[config.mk]
export PLATFORM = sky130hd
export DESIGN_NAME = shub_cmd
export DESIGN_NICKNAME = d
export VERILOG_FILES = /design/src/rtl/shub_pkg.sv /design/src/rtl/shub_fifo.sv /design/src/rtl/shub_attr.sv /design/src/rtl/shub_cmd.sv
export SDC_FILE = /design/constraint.sdc
export NUM_CORES = 1
export LEC_CHECK = 0
export BUFFER_PORTS_ARGS = -buffer_cell sky130_fd_sc_hd__buf_2
export CAP_MARGIN = 20
export CORE_UTILIZATION = 55
export CTS_CLUSTER_DIAMETER = 200
export DETAILED_ROUTE_END_ITERATION = 8
export HOLD_SLACK_MARGIN = 0.03
export PLACE_DENSITY = 0.77
export SETUP_SLACK_MARGIN = 0.3
export SLEW_MARGIN = 20
export SYNTH_ARGS = -nofsm -noshare
export SYNTH_HDL_FRONTEND = slang
export SYNTH_SLANG_ARGS = --single-unit
[constraint.sdc]
create_clock -name mclk -period 3.38 [get_ports mclk]
set_clock_uncertainty 0.2 [all_clocks]
set_input_delay 0.845 -clock mclk [delete_from_list [all_inputs] [get_ports mclk]]
set_output_delay 0.845 -clock mclk [all_outputs]
set_load 0.1 [all_outputs]
[src/rtl/shub_pkg.sv]
`default_nettype none
package shub_pkg;
  // Command family codes
  localparam logic [7:0] FAM_LOAD = 8'h14;
  localparam logic [7:0] FAM_WR   = 8'h40;
  localparam logic [7:0] FAM_RD   = 8'h41;
  localparam logic [7:0] FAM_ATTR = 8'h42;
  localparam logic [7:0] FAM_DUMP = 8'h43;
  // Sensor index codes
  localparam logic [7:0] IDX_AFE_FIRST = 8'h00;
  localparam logic [7:0] IDX_AFE_LAST  = 8'h03;
  localparam logic [7:0] IDX_ACCEL     = 8'h04;
  localparam int         NUM_SENS      = 5;
  // One external accelerometer sample: three 16-bit axes
  localparam logic [7:0] SAMPLE_BYTES  = 8'h06;
  localparam int         FIFO_W        = 8;
  localparam int         FIFO_DEPTH    = 8;
  localparam int         REM_W         = 11;
  // Per-sensor defaults, one byte per index (one bit in PRESENT_DEF), index 0 in the lowest byte or bit
  localparam logic [4:0]  PRESENT_DEF  = 5'h1f;
  localparam logic [39:0] WBYTES_DEF   = 40'h01_0101_0101;
  localparam logic [39:0] NREGS_DEF    = 40'h40_4040_4040;

  typedef struct packed {
    logic       we;
    logic [2:0] idx;
    logic [7:0] addr;
    logic [7:0] wdata;
  } shub_sacc_s;

  typedef enum logic [8:0] {
    ST_IDLE  = 9'h001,
    ST_INDEX = 9'h002,
    ST_ADDR  = 9'h004,
    ST_VALUE = 9'h008,
    ST_COUNT = 9'h010,
    ST_LOAD  = 9'h020,
    ST_ACC   = 9'h040,
    ST_SEND  = 9'h080,
    ST_DRAIN = 9'h100
  } shub_state_e;
endpackage
`default_nettype wire

[src/rtl/shub_fifo.sv]
`default_nettype none
module shub_fifo
  import shub_pkg::*;
#(
  parameter int W     = FIFO_W,
  parameter int DEPTH = FIFO_DEPTH
) (
  input  wire logic         mclk,
  input  wire logic         reset,
  input  wire logic         in_valid,
  output logic              in_ready,
  input  wire logic [W-1:0] in_data,
  output logic              out_valid,
  input  wire logic         out_ready,
  output logic [W-1:0]      out_data
);
  localparam int AW = $clog2(DEPTH);
  logic [W-1:0] mem_ff [DEPTH];
  logic [W-1:0] nxt_mem [DEPTH];
  logic [AW-1:0] wr_ff, rd_ff, nxt_wr, nxt_rd;
  logic [AW:0]   cnt_ff, nxt_cnt;
  logic          push, pop;

  assign in_ready  = (cnt_ff != DEPTH[AW:0]);
  assign out_valid = (cnt_ff != '0);
  assign out_data  = mem_ff[rd_ff];
  assign push      = in_valid && in_ready;
  assign pop       = out_valid && out_ready;

  always_comb begin
    nxt_mem = mem_ff;
    nxt_wr  = wr_ff;
    nxt_rd  = rd_ff;
    nxt_cnt = cnt_ff;
    if (push) begin
      nxt_mem[wr_ff] = in_data;
      nxt_wr = (wr_ff == AW'(DEPTH - 1)) ? '0 : wr_ff + 1'b1;
    end
    if (pop) begin
      nxt_rd = (rd_ff == AW'(DEPTH - 1)) ? '0 : rd_ff + 1'b1;
    end
    case ({push, pop})
      2'b10:   nxt_cnt = cnt_ff + 1'b1;
      2'b01:   nxt_cnt = cnt_ff - 1'b1;
      default: nxt_cnt = cnt_ff;
    endcase
  end

  always_ff @(posedge mclk) begin
    mem_ff <= nxt_mem;
    if (reset) begin
      wr_ff  <= '0;
      rd_ff  <= '0;
      cnt_ff <= '0;
    end else begin
      wr_ff  <= nxt_wr;
      rd_ff  <= nxt_rd;
      cnt_ff <= nxt_cnt;
    end
  end
endmodule // shub_fifo
`default_nettype wire

[src/rtl/shub_attr.sv]
`default_nettype none
module shub_attr
  import shub_pkg::*;
#(
  parameter logic [4:0]  PRESENT = PRESENT_DEF,
  parameter logic [39:0] WBYTES  = WBYTES_DEF,
  parameter logic [39:0] NREGS   = NREGS_DEF
) (
  input  wire logic [7:0] idx,
  output logic            present,
  output logic [7:0]      word_bytes,
  output logic [7:0]      nregs
);
  logic [7:0] wb_a [NUM_SENS];
  logic [7:0] nr_a [NUM_SENS];

  for (genvar i = 0; i < NUM_SENS; i++) begin : g_ent
    assign wb_a[i] = WBYTES[8*i +: 8];
    assign nr_a[i] = NREGS[8*i +: 8];
  end

  always_comb begin
    present    = 1'b0;
    word_bytes = 8'h00;
    nregs      = 8'h00;
    if (idx >= IDX_AFE_FIRST && idx <= IDX_ACCEL) begin
      present    = PRESENT[idx[2:0]];
      word_bytes = wb_a[idx[2:0]];
      nregs      = nr_a[idx[2:0]];
    end
  end
endmodule // shub_attr
`default_nettype wire

[src/rtl/shub_cmd.sv]
// Summary of operation
// - Family 0x14 loads samples into input FIFO.
// - Family 0x40 writes one sensor register.
// - Family 0x41 returns one sensor register value.
// - Index 0x00-0x03 front ends, 0x04 accelerometer.
// - Family 0x42 returns word bytes, register count.
// - Family 0x43 dumps address/value pairs ascending.
`default_nettype none
module shub_cmd
  import shub_pkg::*;
#(
  parameter logic [4:0]  PRESENT = PRESENT_DEF,
  parameter logic [39:0] WBYTES  = WBYTES_DEF,
  parameter logic [39:0] NREGS   = NREGS_DEF,
  parameter int          DEPTH   = FIFO_DEPTH
) (
  input  wire logic        mclk,
  input  wire logic        reset,
  input  wire logic        rx_valid,
  input  wire logic [7:0]  rx_data,
  input  wire logic        rx_last,
  output logic             rx_ready,
  output logic             tx_valid,
  output logic [7:0]       tx_data,
  input  wire logic        tx_ready,
  output logic             sens_req,
  output shub_sacc_s       sens_cmd,
  input  wire logic        sens_ack,
  input  wire logic [7:0]  sens_rdata,
  output logic             acc_valid,
  output logic [7:0]       acc_data,
  input  wire logic        acc_ready,
  output logic             cmd_err
);
  shub_state_e      state_ff, nxt_state;
  logic [7:0]       fam_ff, nxt_fam;
  logic [7:0]       addr_ff, nxt_addr;
  logic [7:0]       val_ff, nxt_val;
  logic [7:0]       hold_ff, nxt_hold;
  logic [REM_W-1:0] rem_ff, nxt_rem;
  logic             hold_v_ff, nxt_hold_v;
  logic             last_ff, nxt_last;
  logic             step_ff, nxt_step;
  logic             rx_ready_ff, nxt_rx_ready;
  logic             tx_valid_ff, nxt_tx_valid;
  logic [7:0]       tx_data_ff, nxt_tx_data;
  logic             sreq_ff, nxt_sreq;
  shub_sacc_s       scmd_ff, nxt_scmd;
  logic             err_ff, nxt_err;
  logic             rx_fire, fifo_in_ready, fifo_push;
  logic [7:0]       attr_idx, a_wbytes, a_nregs;
  logic             a_present, idx_ok, fam_known;

  assign rx_fire   = rx_valid && rx_ready_ff;
  assign fifo_push = hold_v_ff && fifo_in_ready;
  assign attr_idx  = (state_ff == ST_INDEX) ? rx_data : {5'h00, scmd_ff.idx};
  assign idx_ok    = (rx_data <= IDX_ACCEL) && a_present;
  assign fam_known = (rx_data == FAM_LOAD) || (rx_data == FAM_WR) || (rx_data == FAM_RD)
                  || (rx_data == FAM_ATTR) || (rx_data == FAM_DUMP);

  shub_attr #(
    .PRESENT (PRESENT),
    .WBYTES  (WBYTES),
    .NREGS   (NREGS)
  ) u_attr (
    .idx        (attr_idx),
    .present    (a_present),
    .word_bytes (a_wbytes),
    .nregs      (a_nregs)
  );

  shub_fifo #(
    .W     (8),
    .DEPTH (DEPTH)
  ) u_fifo (
    .mclk      (mclk),
    .reset     (reset),
    .in_valid  (hold_v_ff),
    .in_ready  (fifo_in_ready),
    .in_data   (hold_ff),
    .out_valid (acc_valid),
    .out_ready (acc_ready),
    .out_data  (acc_data)
  );

  always_comb begin
    nxt_state    = state_ff;
    nxt_fam      = fam_ff;
    nxt_addr     = addr_ff;
    nxt_val      = val_ff;
    nxt_hold     = hold_ff;
    nxt_hold_v   = hold_v_ff;
    nxt_rem      = rem_ff;
    nxt_last     = last_ff;
    nxt_step     = step_ff;
    nxt_tx_valid = tx_valid_ff;
    nxt_tx_data  = tx_data_ff;
    nxt_sreq     = sreq_ff;
    nxt_scmd     = scmd_ff;
    nxt_err      = 1'b0;
    case (state_ff)
      ST_IDLE: begin
        if (rx_fire) begin
          nxt_fam = rx_data;
          if (!fam_known || rx_last) begin
            nxt_err   = 1'b1;
            nxt_state = rx_last ? ST_IDLE : ST_DRAIN;
          end else begin
            nxt_state = ST_INDEX;
          end
        end
      end
      ST_INDEX: begin
        if (rx_fire) begin
          if (fam_ff == FAM_LOAD) begin
            nxt_err   = rx_last;
            nxt_state = rx_last ? ST_IDLE : ST_COUNT;
          end else if (!idx_ok) begin
            nxt_err   = 1'b1;
            nxt_state = rx_last ? ST_IDLE : ST_DRAIN;
          end else begin
            nxt_scmd.idx = rx_data[2:0];
            if (fam_ff == FAM_WR || fam_ff == FAM_RD) begin
              nxt_err   = rx_last;
              nxt_state = rx_last ? ST_IDLE : ST_ADDR;
            end else if (!rx_last) begin
              nxt_err   = 1'b1;
              nxt_state = ST_DRAIN;
            end else if (fam_ff == FAM_ATTR) begin
              nxt_tx_data  = a_wbytes;
              nxt_tx_valid = 1'b1;
              nxt_step     = 1'b0;
              nxt_state    = ST_SEND;
            end else if (a_nregs == 8'h00) begin
              nxt_state = ST_IDLE;
            end else begin
              nxt_addr      = 8'h00;
              nxt_scmd.we   = 1'b0;
              nxt_scmd.addr = 8'h00;
              nxt_sreq      = 1'b1;
              nxt_state     = ST_ACC;
            end
          end
        end
      end
      ST_ADDR: begin
        if (rx_fire) begin
          nxt_addr      = rx_data;
          nxt_scmd.addr = rx_data;
          if (rx_data >= a_nregs) begin
            nxt_err   = 1'b1;
            nxt_state = rx_last ? ST_IDLE : ST_DRAIN;
          end else if (fam_ff == FAM_WR) begin
            nxt_err   = rx_last;
            nxt_state = rx_last ? ST_IDLE : ST_VALUE;
          end else if (!rx_last) begin
            nxt_err   = 1'b1;
            nxt_state = ST_DRAIN;
          end else begin
            nxt_scmd.we = 1'b0;
            nxt_sreq    = 1'b1;
            nxt_state   = ST_ACC;
          end
        end
      end
      ST_VALUE: begin
        if (rx_fire) begin
          if (!rx_last) begin
            nxt_err   = 1'b1;
            nxt_state = ST_DRAIN;
          end else begin
            nxt_scmd.we    = 1'b1;
            nxt_scmd.wdata = rx_data;
            nxt_sreq       = 1'b1;
            nxt_state      = ST_ACC;
          end
        end
      end
      ST_ACC: begin
        if (sens_ack && sreq_ff) begin
          nxt_sreq = 1'b0;
          if (scmd_ff.we) begin
            nxt_state = ST_IDLE;
          end else begin
            nxt_val      = sens_rdata;
            nxt_tx_valid = 1'b1;
            nxt_state    = ST_SEND;
            nxt_step     = (fam_ff != FAM_DUMP);
            nxt_tx_data  = (fam_ff == FAM_DUMP) ? addr_ff : sens_rdata;
          end
        end
      end
      ST_SEND: begin
        if (tx_ready) begin
          if (!step_ff) begin
            nxt_step    = 1'b1;
            nxt_tx_data = (fam_ff == FAM_ATTR) ? a_nregs : val_ff;
          end else if (fam_ff == FAM_DUMP && (addr_ff + 8'h01) < a_nregs) begin
            nxt_tx_valid  = 1'b0;
            nxt_addr      = addr_ff + 8'h01;
            nxt_scmd.addr = addr_ff + 8'h01;
            nxt_sreq      = 1'b1;
            nxt_state     = ST_ACC;
          end else begin
            nxt_tx_valid = 1'b0;
            nxt_state    = ST_IDLE;
          end
        end
      end
      ST_COUNT: begin
        if (rx_fire) begin
          nxt_rem = REM_W'(rx_data) * REM_W'(SAMPLE_BYTES);
          if (rx_last) begin
            nxt_err   = (rx_data != 8'h00);
            nxt_state = ST_IDLE;
          end else begin
            nxt_err   = (rx_data == 8'h00);
            nxt_state = (rx_data == 8'h00) ? ST_DRAIN : ST_LOAD;
          end
        end
      end
      ST_LOAD: begin
        if (rx_fire) begin
          nxt_hold   = rx_data;
          nxt_hold_v = 1'b1;
          nxt_last   = rx_last;
          nxt_rem    = rx_last ? '0 : rem_ff - 1'b1;
          nxt_err    = rx_last && (rem_ff != REM_W'(1));
        end else if (fifo_push) begin
          nxt_hold_v = 1'b0;
          if (rem_ff == '0) begin
            nxt_err   = !last_ff;
            nxt_state = last_ff ? ST_IDLE : ST_DRAIN;
          end
        end
      end
      ST_DRAIN: begin
        if (rx_fire && rx_last) begin
          nxt_state = ST_IDLE;
        end
      end
      default: begin
        nxt_state = ST_IDLE;
      end
    endcase
    // Ready is registered, so it is lowered while a byte waits for the FIFO
    nxt_rx_ready = (nxt_state == ST_IDLE) || (nxt_state == ST_INDEX)
                || (nxt_state == ST_ADDR) || (nxt_state == ST_VALUE)
                || (nxt_state == ST_COUNT) || (nxt_state == ST_DRAIN)
                || ((nxt_state == ST_LOAD) && !nxt_hold_v);
  end

  always_ff @(posedge mclk) begin
    if (reset) begin
      state_ff    <= ST_IDLE;
      fam_ff      <= 8'h00;
      addr_ff     <= 8'h00;
      val_ff      <= 8'h00;
      hold_ff     <= 8'h00;
      hold_v_ff   <= 1'b0;
      rem_ff      <= '0;
      last_ff     <= 1'b0;
      step_ff     <= 1'b0;
      rx_ready_ff <= 1'b0;
      tx_valid_ff <= 1'b0;
      tx_data_ff  <= 8'h00;
      sreq_ff     <= 1'b0;
      scmd_ff     <= '0;
      err_ff      <= 1'b0;
    end else begin
      state_ff    <= nxt_state;
      fam_ff      <= nxt_fam;
      addr_ff     <= nxt_addr;
      val_ff      <= nxt_val;
      hold_ff     <= nxt_hold;
      hold_v_ff   <= nxt_hold_v;
      rem_ff      <= nxt_rem;
      last_ff     <= nxt_last;
      step_ff     <= nxt_step;
      rx_ready_ff <= nxt_rx_ready;
      tx_valid_ff <= nxt_tx_valid;
      tx_data_ff  <= nxt_tx_data;
      sreq_ff     <= nxt_sreq;
      scmd_ff     <= nxt_scmd;
      err_ff      <= nxt_err;
    end
  end

  assign rx_ready = rx_ready_ff;
  assign tx_valid = tx_valid_ff;
  assign tx_data  = tx_data_ff;
  assign sens_req = sreq_ff;
  assign sens_cmd = scmd_ff;
  assign cmd_err  = err_ff;
endmodule // shub_cmd
`default_nettype wire

Yosys cells after proc, flatten, opt, wreduce, memory -nomap -nowiden
Memories as Yosys holds them, arrays and structs flattened.
Index checks and enable logic that the tools add are counted.
{"block": "word_totals", "romBits": 136, "memories": 3, "in_bits": 23, "regBits": 161}
{"block": "classes", "muxes": 152, "multipliers": 1, "n_eq_ne": 55, "bitwise_logic": 5, "n_reduce_logical": 49, "add_sub_neg": 6, "order_cmp": 10}
{"memory": "(no name shown)", "depth": 8, "word_bits": 8, "rd": 1, "rd_clocked_by_memory_dff": 0, "write_ports": 0, "line": "shub_attr.sv:28", "rtl": "word_bytes = wb_a[idx[2:0]];"}
{"memory": "(no name shown)", "depth": 8, "word_bits": 8, "rd": 1, "rd_clocked_by_memory_dff": 0, "write_ports": 0, "line": "shub_attr.sv:29", "rtl": "nregs = nr_a[idx[2:0]];"}
{"memory": "(no name shown)", "depth": 8, "word_bits": 1, "rd": 1, "rd_clocked_by_memory_dff": 0, "write_ports": 0, "line": "shub_attr.sv:27", "rtl": "present = PRESENT[idx[2:0]];"}
{"cell": "8-bit 2-to-1 mux", "n": 34}
{"cell": "9-bit 2-to-1 mux", "n": 25}
{"cell": "9-bit case mux with 9 select lines", "n": 1}
{"cell": "8-bit case mux with 3 select lines", "n": 3}
{"cell": "1-bit 2-to-1 mux", "n": 66}
{"cell": "64-bit bitwise mux", "n": 1}
{"cell": "8-bit by 7-bit equality test with 1-bit output (second input constant)", "n": 8}
{"cell": "2-bit != test (second input constant)", "n": 21}
{"cell": "12-bit 2-to-1 mux", "n": 3}
{"cell": "11-bit 2-to-1 mux", "n": 3}
{"cell": "8-bit binary-select mux with 3-bit select", "n": 1}
{"cell": "8-bit demux with 3-bit select", "n": 1}
{"cell": "11-bit case mux with 2 select lines", "n": 1}
{"cell": "11-bit AND reduction", "n": 2}
{"cell": "9-bit by 1-bit equality test with 1-bit output (second input constant)", "n": 2}
{"cell": "9-bit by 2-bit equality test with 1-bit output (second input constant)", "n": 2}
{"cell": "9-bit by 3-bit equality test with 1-bit output (second input constant)", "n": 2}
{"cell": "9-bit by 4-bit equality test with 1-bit output (second input constant)", "n": 2}
{"cell": "9-bit by 5-bit equality test with 1-bit output (second input constant)", "n": 2}
{"cell": "9-bit by 6-bit equality test with 1-bit output (second input constant)", "n": 2}
{"cell": "9-bit equality test (second input constant)", "n": 2}
{"cell": "8-bit by 5-bit equality test with 1-bit output (second input constant)", "n": 2}
{"cell": "8-bit by 3-bit less-or-equal comparator with 1-bit output (second input constant)", "n": 2}
{"cell": "8-bit zero test", "n": 2}
{"cell": "47 further kinds", "n": 88}

Depth between registers and ports, before layout
{"block": "depth", "word_depth": 23, "depth_mapped": 14, "ltp_nobuf": 13}

Cells and area by module
From an unflattened synthesis, not the netlist that was laid out.
{"block": "unflattened", "cells_unflattened": 909, "area_unflattened_um2": 8645.8}
{"mod": "shub_cmd", "cells_per_inst": 719, "area_per_inst_um2": 5425.2, "n_inst": 1}
{"mod": "shub_fifo", "cells_per_inst": 169, "area_per_inst_um2": 3076.7, "n_inst": 1}
{"mod": "shub_attr", "cells_per_inst": 21, "area_per_inst_um2": 143.9, "n_inst": 1}

Worst setup path before layout
OpenSTA, ideal clock, no wires.
{"block": "synth_timing", "path_kind": "flip-flop to flip-flop", "from": "register scmd_ff (netlist bit sens_cmd[16])", "to": "register rx_ready_ff, in the netlist rx_ready", "path_slack_ns": -0.133, "stages_incl_launch_ff": 13, "required_ns": 3.093, "t_arrival_ns": 3.226, "cell_sequence": "dfxtp_1 o21ai_0 mux2i_2 inv_1 ha_1 nand4_1 nand3_1 nor3_1 o32a_1 or3_1 o21bai_1 o32a_1 o31ai_1"}
{"block": "synth_via", "elab_chain_len": 22, "word_cells_on_any_way": 44, "cone_classes": "4 x order compare; 7 x eq/ne; 19 x mux; 1 x bitwise; 11 x reduce/logical; 2 x memory"}
{"element": "start, declared", "line": "shub_cmd.sv:48", "rtl": "shub_sacc_s scmd_ff, nxt_scmd;"}
{"element": "start signal, assigned", "line": "shub_cmd.sv:284", "rtl": "scmd_ff <= nxt_scmd;"}
{"element": "8-bit 2-to-1 mux (*)", "line": "shub_cmd.sv:56", "rtl": "assign attr_idx = (state_ff == ST_INDEX) ? rx_data : {5'h00, scmd_ff.idx};"}
{"element": "3-bit NOT with 4-bit output (not written as such)", "line": "shub_attr.sv:29"}
{"element": "memory read 8 x 8 bit"}
{"element": "8-bit 2-to-1 mux (not written as such) (2 in a row)", "line": "shub_attr.sv:29"}
{"element": "8-bit 2-to-1 mux", "line": "shub_attr.sv:26", "rtl": "if (idx >= IDX_AFE_FIRST && idx <= IDX_ACCEL) begin"}
{"element": "8-bit zero test", "line": "shub_cmd.sv:134", "rtl": "end else if (a_nregs == 8'h00) begin"}
{"element": "7-bit 2-to-1 mux", "line": "shub_cmd.sv:134"}
{"element": "9-bit 2-to-1 mux", "line": "shub_cmd.sv:129", "rtl": "end else if (fam_ff == FAM_ATTR) begin"}
{"element": "(+3 left out)"}
{"element": "9-bit 2-to-1 mux", "line": "shub_cmd.sv:115", "rtl": "if (fam_ff == FAM_LOAD) begin"}
{"element": "9-bit 2-to-1 mux", "line": "shub_cmd.sv:114", "rtl": "if (rx_fire) begin"}
{"element": "9-bit case mux with 9 select lines (*)", "line": "shub_cmd.sv:101", "rtl": "case (state_ff)"}
{"element": "9-bit by 1-bit equality test with 1-bit output / 9-bit by 2-bit equality test with 1-bit output (equally long branches)", "line": "shub_cmd.sv:247", "rtl": "nxt_rx_ready = (nxt_state == ST_IDLE) || (nxt_state == ST_INDEX)"}
{"element": "1-bit logical OR", "line": "shub_cmd.sv:247"}
{"element": "1-bit logical OR (2 in a row)", "line": "shub_cmd.sv:248", "rtl": "|| (nxt_state == ST_ADDR) || (nxt_state == ST_VALUE)"}
{"element": "1-bit logical OR (2 in a row)", "line": "shub_cmd.sv:249", "rtl": "|| (nxt_state == ST_COUNT) || (nxt_state == ST_DRAIN)"}
{"element": "1-bit logical OR (*)", "line": "shub_cmd.sv:250", "rtl": "|| ((nxt_state == ST_LOAD) && !nxt_hold_v);"}
{"element": "end signal, assigned", "line": "shub_cmd.sv:280", "rtl": "rx_ready_ff <= nxt_rx_ready;"}
{"element": "end, declared", "line": "shub_cmd.sv:44", "rtl": "logic rx_ready_ff, nxt_rx_ready;"}
Mark *: on every way between the ends. The rest lies on a longest branch, timed or not. The select of a mux whose other input is x is not followed.
A chain may end at the register's enable or synchronous reset.

Worst setup path in the final report
{"block": "layout_timing", "from": "register state_ff[2]", "to": "register rx_ready_ff, in the netlist rx_ready"}
{"block": "layout_via", "elab_chain_len": 23, "word_cells_on_any_way": 63, "cone_classes": "4 x order compare; 16 x eq/ne; 28 x mux; 1 x bitwise; 12 x reduce/logical; 2 x memory"}
{"element": "start, declared", "line": "shub_cmd.sv:35", "rtl": "shub_state_e state_ff, nxt_state;"}
{"element": "start signal, assigned", "line": "shub_cmd.sv:271", "rtl": "state_ff <= nxt_state;"}
{"element": "9-bit by 2-bit equality test with 1-bit output", "line": "shub_cmd.sv:56, shub_cmd.sv:101"}
{"element": "8-bit 2-to-1 mux", "line": "shub_cmd.sv:56"}
{"element": "3-bit NOT with 4-bit output (not written as such)", "line": "shub_attr.sv:29"}
{"element": "memory read 8 x 8 bit"}
{"element": "8-bit 2-to-1 mux (not written as such) (2 in a row)", "line": "shub_attr.sv:29"}
{"element": "8-bit 2-to-1 mux", "line": "shub_attr.sv:26"}
{"element": "8-bit zero test", "line": "shub_cmd.sv:134"}
{"element": "7-bit 2-to-1 mux", "line": "shub_cmd.sv:134"}
{"element": "(+4 left out)"}
{"element": "9-bit 2-to-1 mux", "line": "shub_cmd.sv:115"}
{"element": "9-bit 2-to-1 mux", "line": "shub_cmd.sv:114"}
{"element": "9-bit case mux with 9 select lines", "line": "shub_cmd.sv:101"}
{"element": "9-bit by 1-bit equality test with 1-bit output / 9-bit by 2-bit equality test with 1-bit output (equally long branches)", "line": "shub_cmd.sv:247"}
{"element": "1-bit logical OR", "line": "shub_cmd.sv:247"}
{"element": "1-bit logical OR (2 in a row)", "line": "shub_cmd.sv:248"}
{"element": "1-bit logical OR (2 in a row)", "line": "shub_cmd.sv:249"}
{"element": "1-bit logical OR (*)", "line": "shub_cmd.sv:250"}
Marked as above.

==> results_dict.tcl <==
set metrics [dict create \
    drive_gt1_share_pct 26.7 \
    crit_fanout 6 \
    tritoncts "built" \
    ys_warn_count 0 \
    drcViolationCount 0 \
    crit_path_start_kind "flip-flop" \
    yosysUniqueCellTypes 73 \
    synthToLayoutAreaGrowth_pct 24.0 \
    power.density_nw_per_um2 412 \
    n_antenna_cell 0 \
    std_cell_rows 43 \
    grt_pass1_wl_um 32600 \
    grt_usage_pct 28.6 \
    wl_per_cell_um 18.2 \
    die-area_um2 15100 \
    ir_drop_mv 0.353 \
    ys_ff_latch 153 \
    synth-edff-count 64 \
    die_h_um 123 \
    cap_violations 0 \
    setup-violations-final 0 \
    dr_total_vias 7066 \
    root_buffer "clkbuf_16" \
    synth.avg_cell_area_um2 9.56 \
    rsz0062_at_grt "yes" \
    cts_buffers 17 \
    cts_num_sinks 153 \
    cts-htree-levels 4 \
    fill_cells 1052 \
    ys.flop_type "dfxtp_1" \
    tightest_slew_ns 0.931 \
    io_pins 64 \
    grt_overflow 0 \
    required_ns 3.51 \
    finalSetupTns_ns 0 \
    clkTransAtPathRegs_ns 0.06 \
    status "finished, final reports clean" \
    drtIter0Drc 752 \
    hold_viol_final 0 \
    die_w_um 123 \
    regArea_um2 3720 \
    r2r_end "rx_ready" \
    ff2ff_setup_slack_ns 0.08 \
    antenna_found_initial 0 \
    cts_buffer_depth 2 \
    core_um2 14000 \
    clock_latency_ns 0.43 \
    yosysSeqAreaShare_pct 46.1 \
    multi_input_area_um2 4210 \
    grt_pass1_vias 6370 \
    syn_nets 903 \
    synthArstFlopShare_pct 0 \
    regToRegStartpoint "state_ff[2]" \
    p_leak_nw 3.90 \
    hpwl_um 14400 \
    io_buffer_count 63 \
    dp.cells 1111 \
    slew_headroom_pct 37.9 \
    endpoint_kind "flip-flop" \
    post-route-period-util_pct 97.5 \
    finalNetCount 1031 \
    grt_start_max_net_pins 87 \
    routed_via_density 6.09 \
    gp_congestion 0.956 \
    worst_r2r_path_depth 13 \
    endpoint "rx_ready" \
    syn_area_um2 8030 \
    drt-total-wl_um 21100 \
    max_freq_mhz 303 \
    start_util_pct 57.2 \
    dr.pass1.iters 5 \
    ant_nets 0 \
    slew_violations 0 \
    worstPathArrival_ns 3.42 \
    period_minus_slack_ns 3.30 \
    synthCells 840 \
    critical_path_class "reg2reg" \
    startpoint "state_ff[2]" \
    stdcell_count 1161 \
    min_path_type "reg2reg" \
]
==> where the power goes <==
| part | total, mW | switching (mW) | internal (mW) |
|---|---|---|---|
| clock | 1.87 | 0.769 | 1.10 |
| combinational | 0.303 | 0.191 | 0.112 |
| sequential | 1.93 | 0.0116 | 1.92 |
| total | 4.10 | 0.971 | 3.13 |
==> layout by cell type, fill, tap and decap left out, types with 8 or more instances in the layout <==
cell type  Yosys  final
o22ai_1       11     11
nand4_1       11     11
mux2_2         9      8
a211oi_1      13     10
nand2_1       86     84
dfxtp_1       89     81
xor2_1        10     10
o21ai_0       40     36
buf_4          0     85
mux2i_1       15     15
a21oi_1       84     84
nand3_1       31     30
buf_6          0      9
ha_1          38     35
nor3_1        26     26
buf_2         12     55
nor4_1        12     11
nor2_1        95     94
mux4_2        16     16
inv_1         29     24
edfxtp_1      64     64
clkbuf_16      0     18
==> registers in the layout, summed over array words and instances, names as in the netlist, 2 cells and up <==
signal and cells:
addr_ff 2, fam_ff 8, hold_ff 8, rem_ff 11, sens_cmd 18, state_ff 9, tx_data 8, u_fifo.cnt_ff 4
u_fifo.mem_ff 64, u_fifo.rd_ff 3, u_fifo.wr_ff 3, val_ff 8
==> synth_stat cells, types with 15 or more instances <==
library cell / n / area [µm²]
mux2i_1: 15 / 150
clkbuf_1: 29 / 109
nand2_1: 86 / 323
nor3_1: 26 / 130
inv_1: 29 / 109
edfxtp_1: 64 / 1920
o21ai_0: 40 / 200
nand3_1: 31 / 155
mux4_2: 16 / 360
a21oi_1: 84 / 420
nor2_1: 95 / 357
dfxtp_1: 89 / 1780
ha_1: 38 / 475
==> metal layers <==
metal / GRT usage [%] / share of wire [%]
met2: 48.0 / 49
met3: 5.02 / 6.6
met4: 12.1 / 3.4
met5: 0 / 0
met1: 36.2 / 41
==> logic make-up after synthesis <==
kind of cell,count (synthesis),synth area share [%]
AND/OR/NAND/NOR,326,20.1
AO/OA/AOI/OAI,192,14.4
flip-flops,153,46.1
buffers and inverters,74,3.65
multiplexers,41,7.79
adder cells (fa/ha/maj),40,6.42
XOR/XNOR,14,1.53
==> area by class of cell <==
type	count	share of cell area, %
Tap cell	180	2.26
Clock buffer	23	4.93
Inverter	29	1.17
Timing Repair Buffer	153	11.1
Sequential cell	153	37.3
Multi-Input combinational cell	614	42.3
Clock inverter	9	0.905
==> worst min-delay path by stage <==
| stage | start | endpoint | slack (ns) | cells past startpoint |
|---|---|---|---|---|
| after floorplan | val_ff[6] | val_ff[6] | 0.23 | 2 |
| after global placement | val_ff[6] | val_ff[6] | 0.24 | 2 |
| after detailed placement | val_ff[3] | val_ff[3] | 0.25 | 2 |
| after CTS | val_ff[3] | val_ff[3] | 0.26 | 2 |
| after global routing | val_ff[3] | val_ff[3] | 0.27 | 2 |
| final | val_ff[3] | val_ff[3] | 0.26 | 2 |
==> repair_timing <==
| action | 4_1_cts | 5_1_grt |
|---|---|---|
| pin swaps | 6 | 11 |
| setup buffers | 9 | 7 |
| gates resized for setup | 22 | 31 |
| gates cloned | 1 | 1 |
| endpoints found under the setup margin | 10 | 26 |
| hold buffers | 0 | 0 |
==> metrics by stage <==
step | area (µm²) | hold WS, ns | setup slack [ns] | utilization [%] | total power [mW]
after global routing | 9950 | 0.273 | -0.0326 | 70.9 | 4.20
after CTS | 9760 | 0.258 | 0.266 | 69.5 | 4.09
after detailed placement | 9020 | 0.249 | -0.162 | 64.2 | 2.25
final | 9950 | 0.257 | 0.0829 | 70.9 | 4.10
after floorplan | 8120 | 0.233 | 0.0763 | - | 2.14
after global placement | 9020 | 0.240 | -0.0912 | 64.2 | 2.25
==> worst max-delay path: stages, from the launching register on <==
cell and delay, ns:
dfxtp_2 0.33, nor4b_4 0.31, nand3_2 0.17, mux2i_2 0.26, inv_2 0.08, ha_4 0.26, nand4_1 0.12, nand3_4 0.15
mux2i_1 0.19, nor3_1 0.06, nor4_1 0.34, nand3_1 0.25, o32a_1 0.39, o31ai_1 0.08
(Power assumes the default switching activity.)
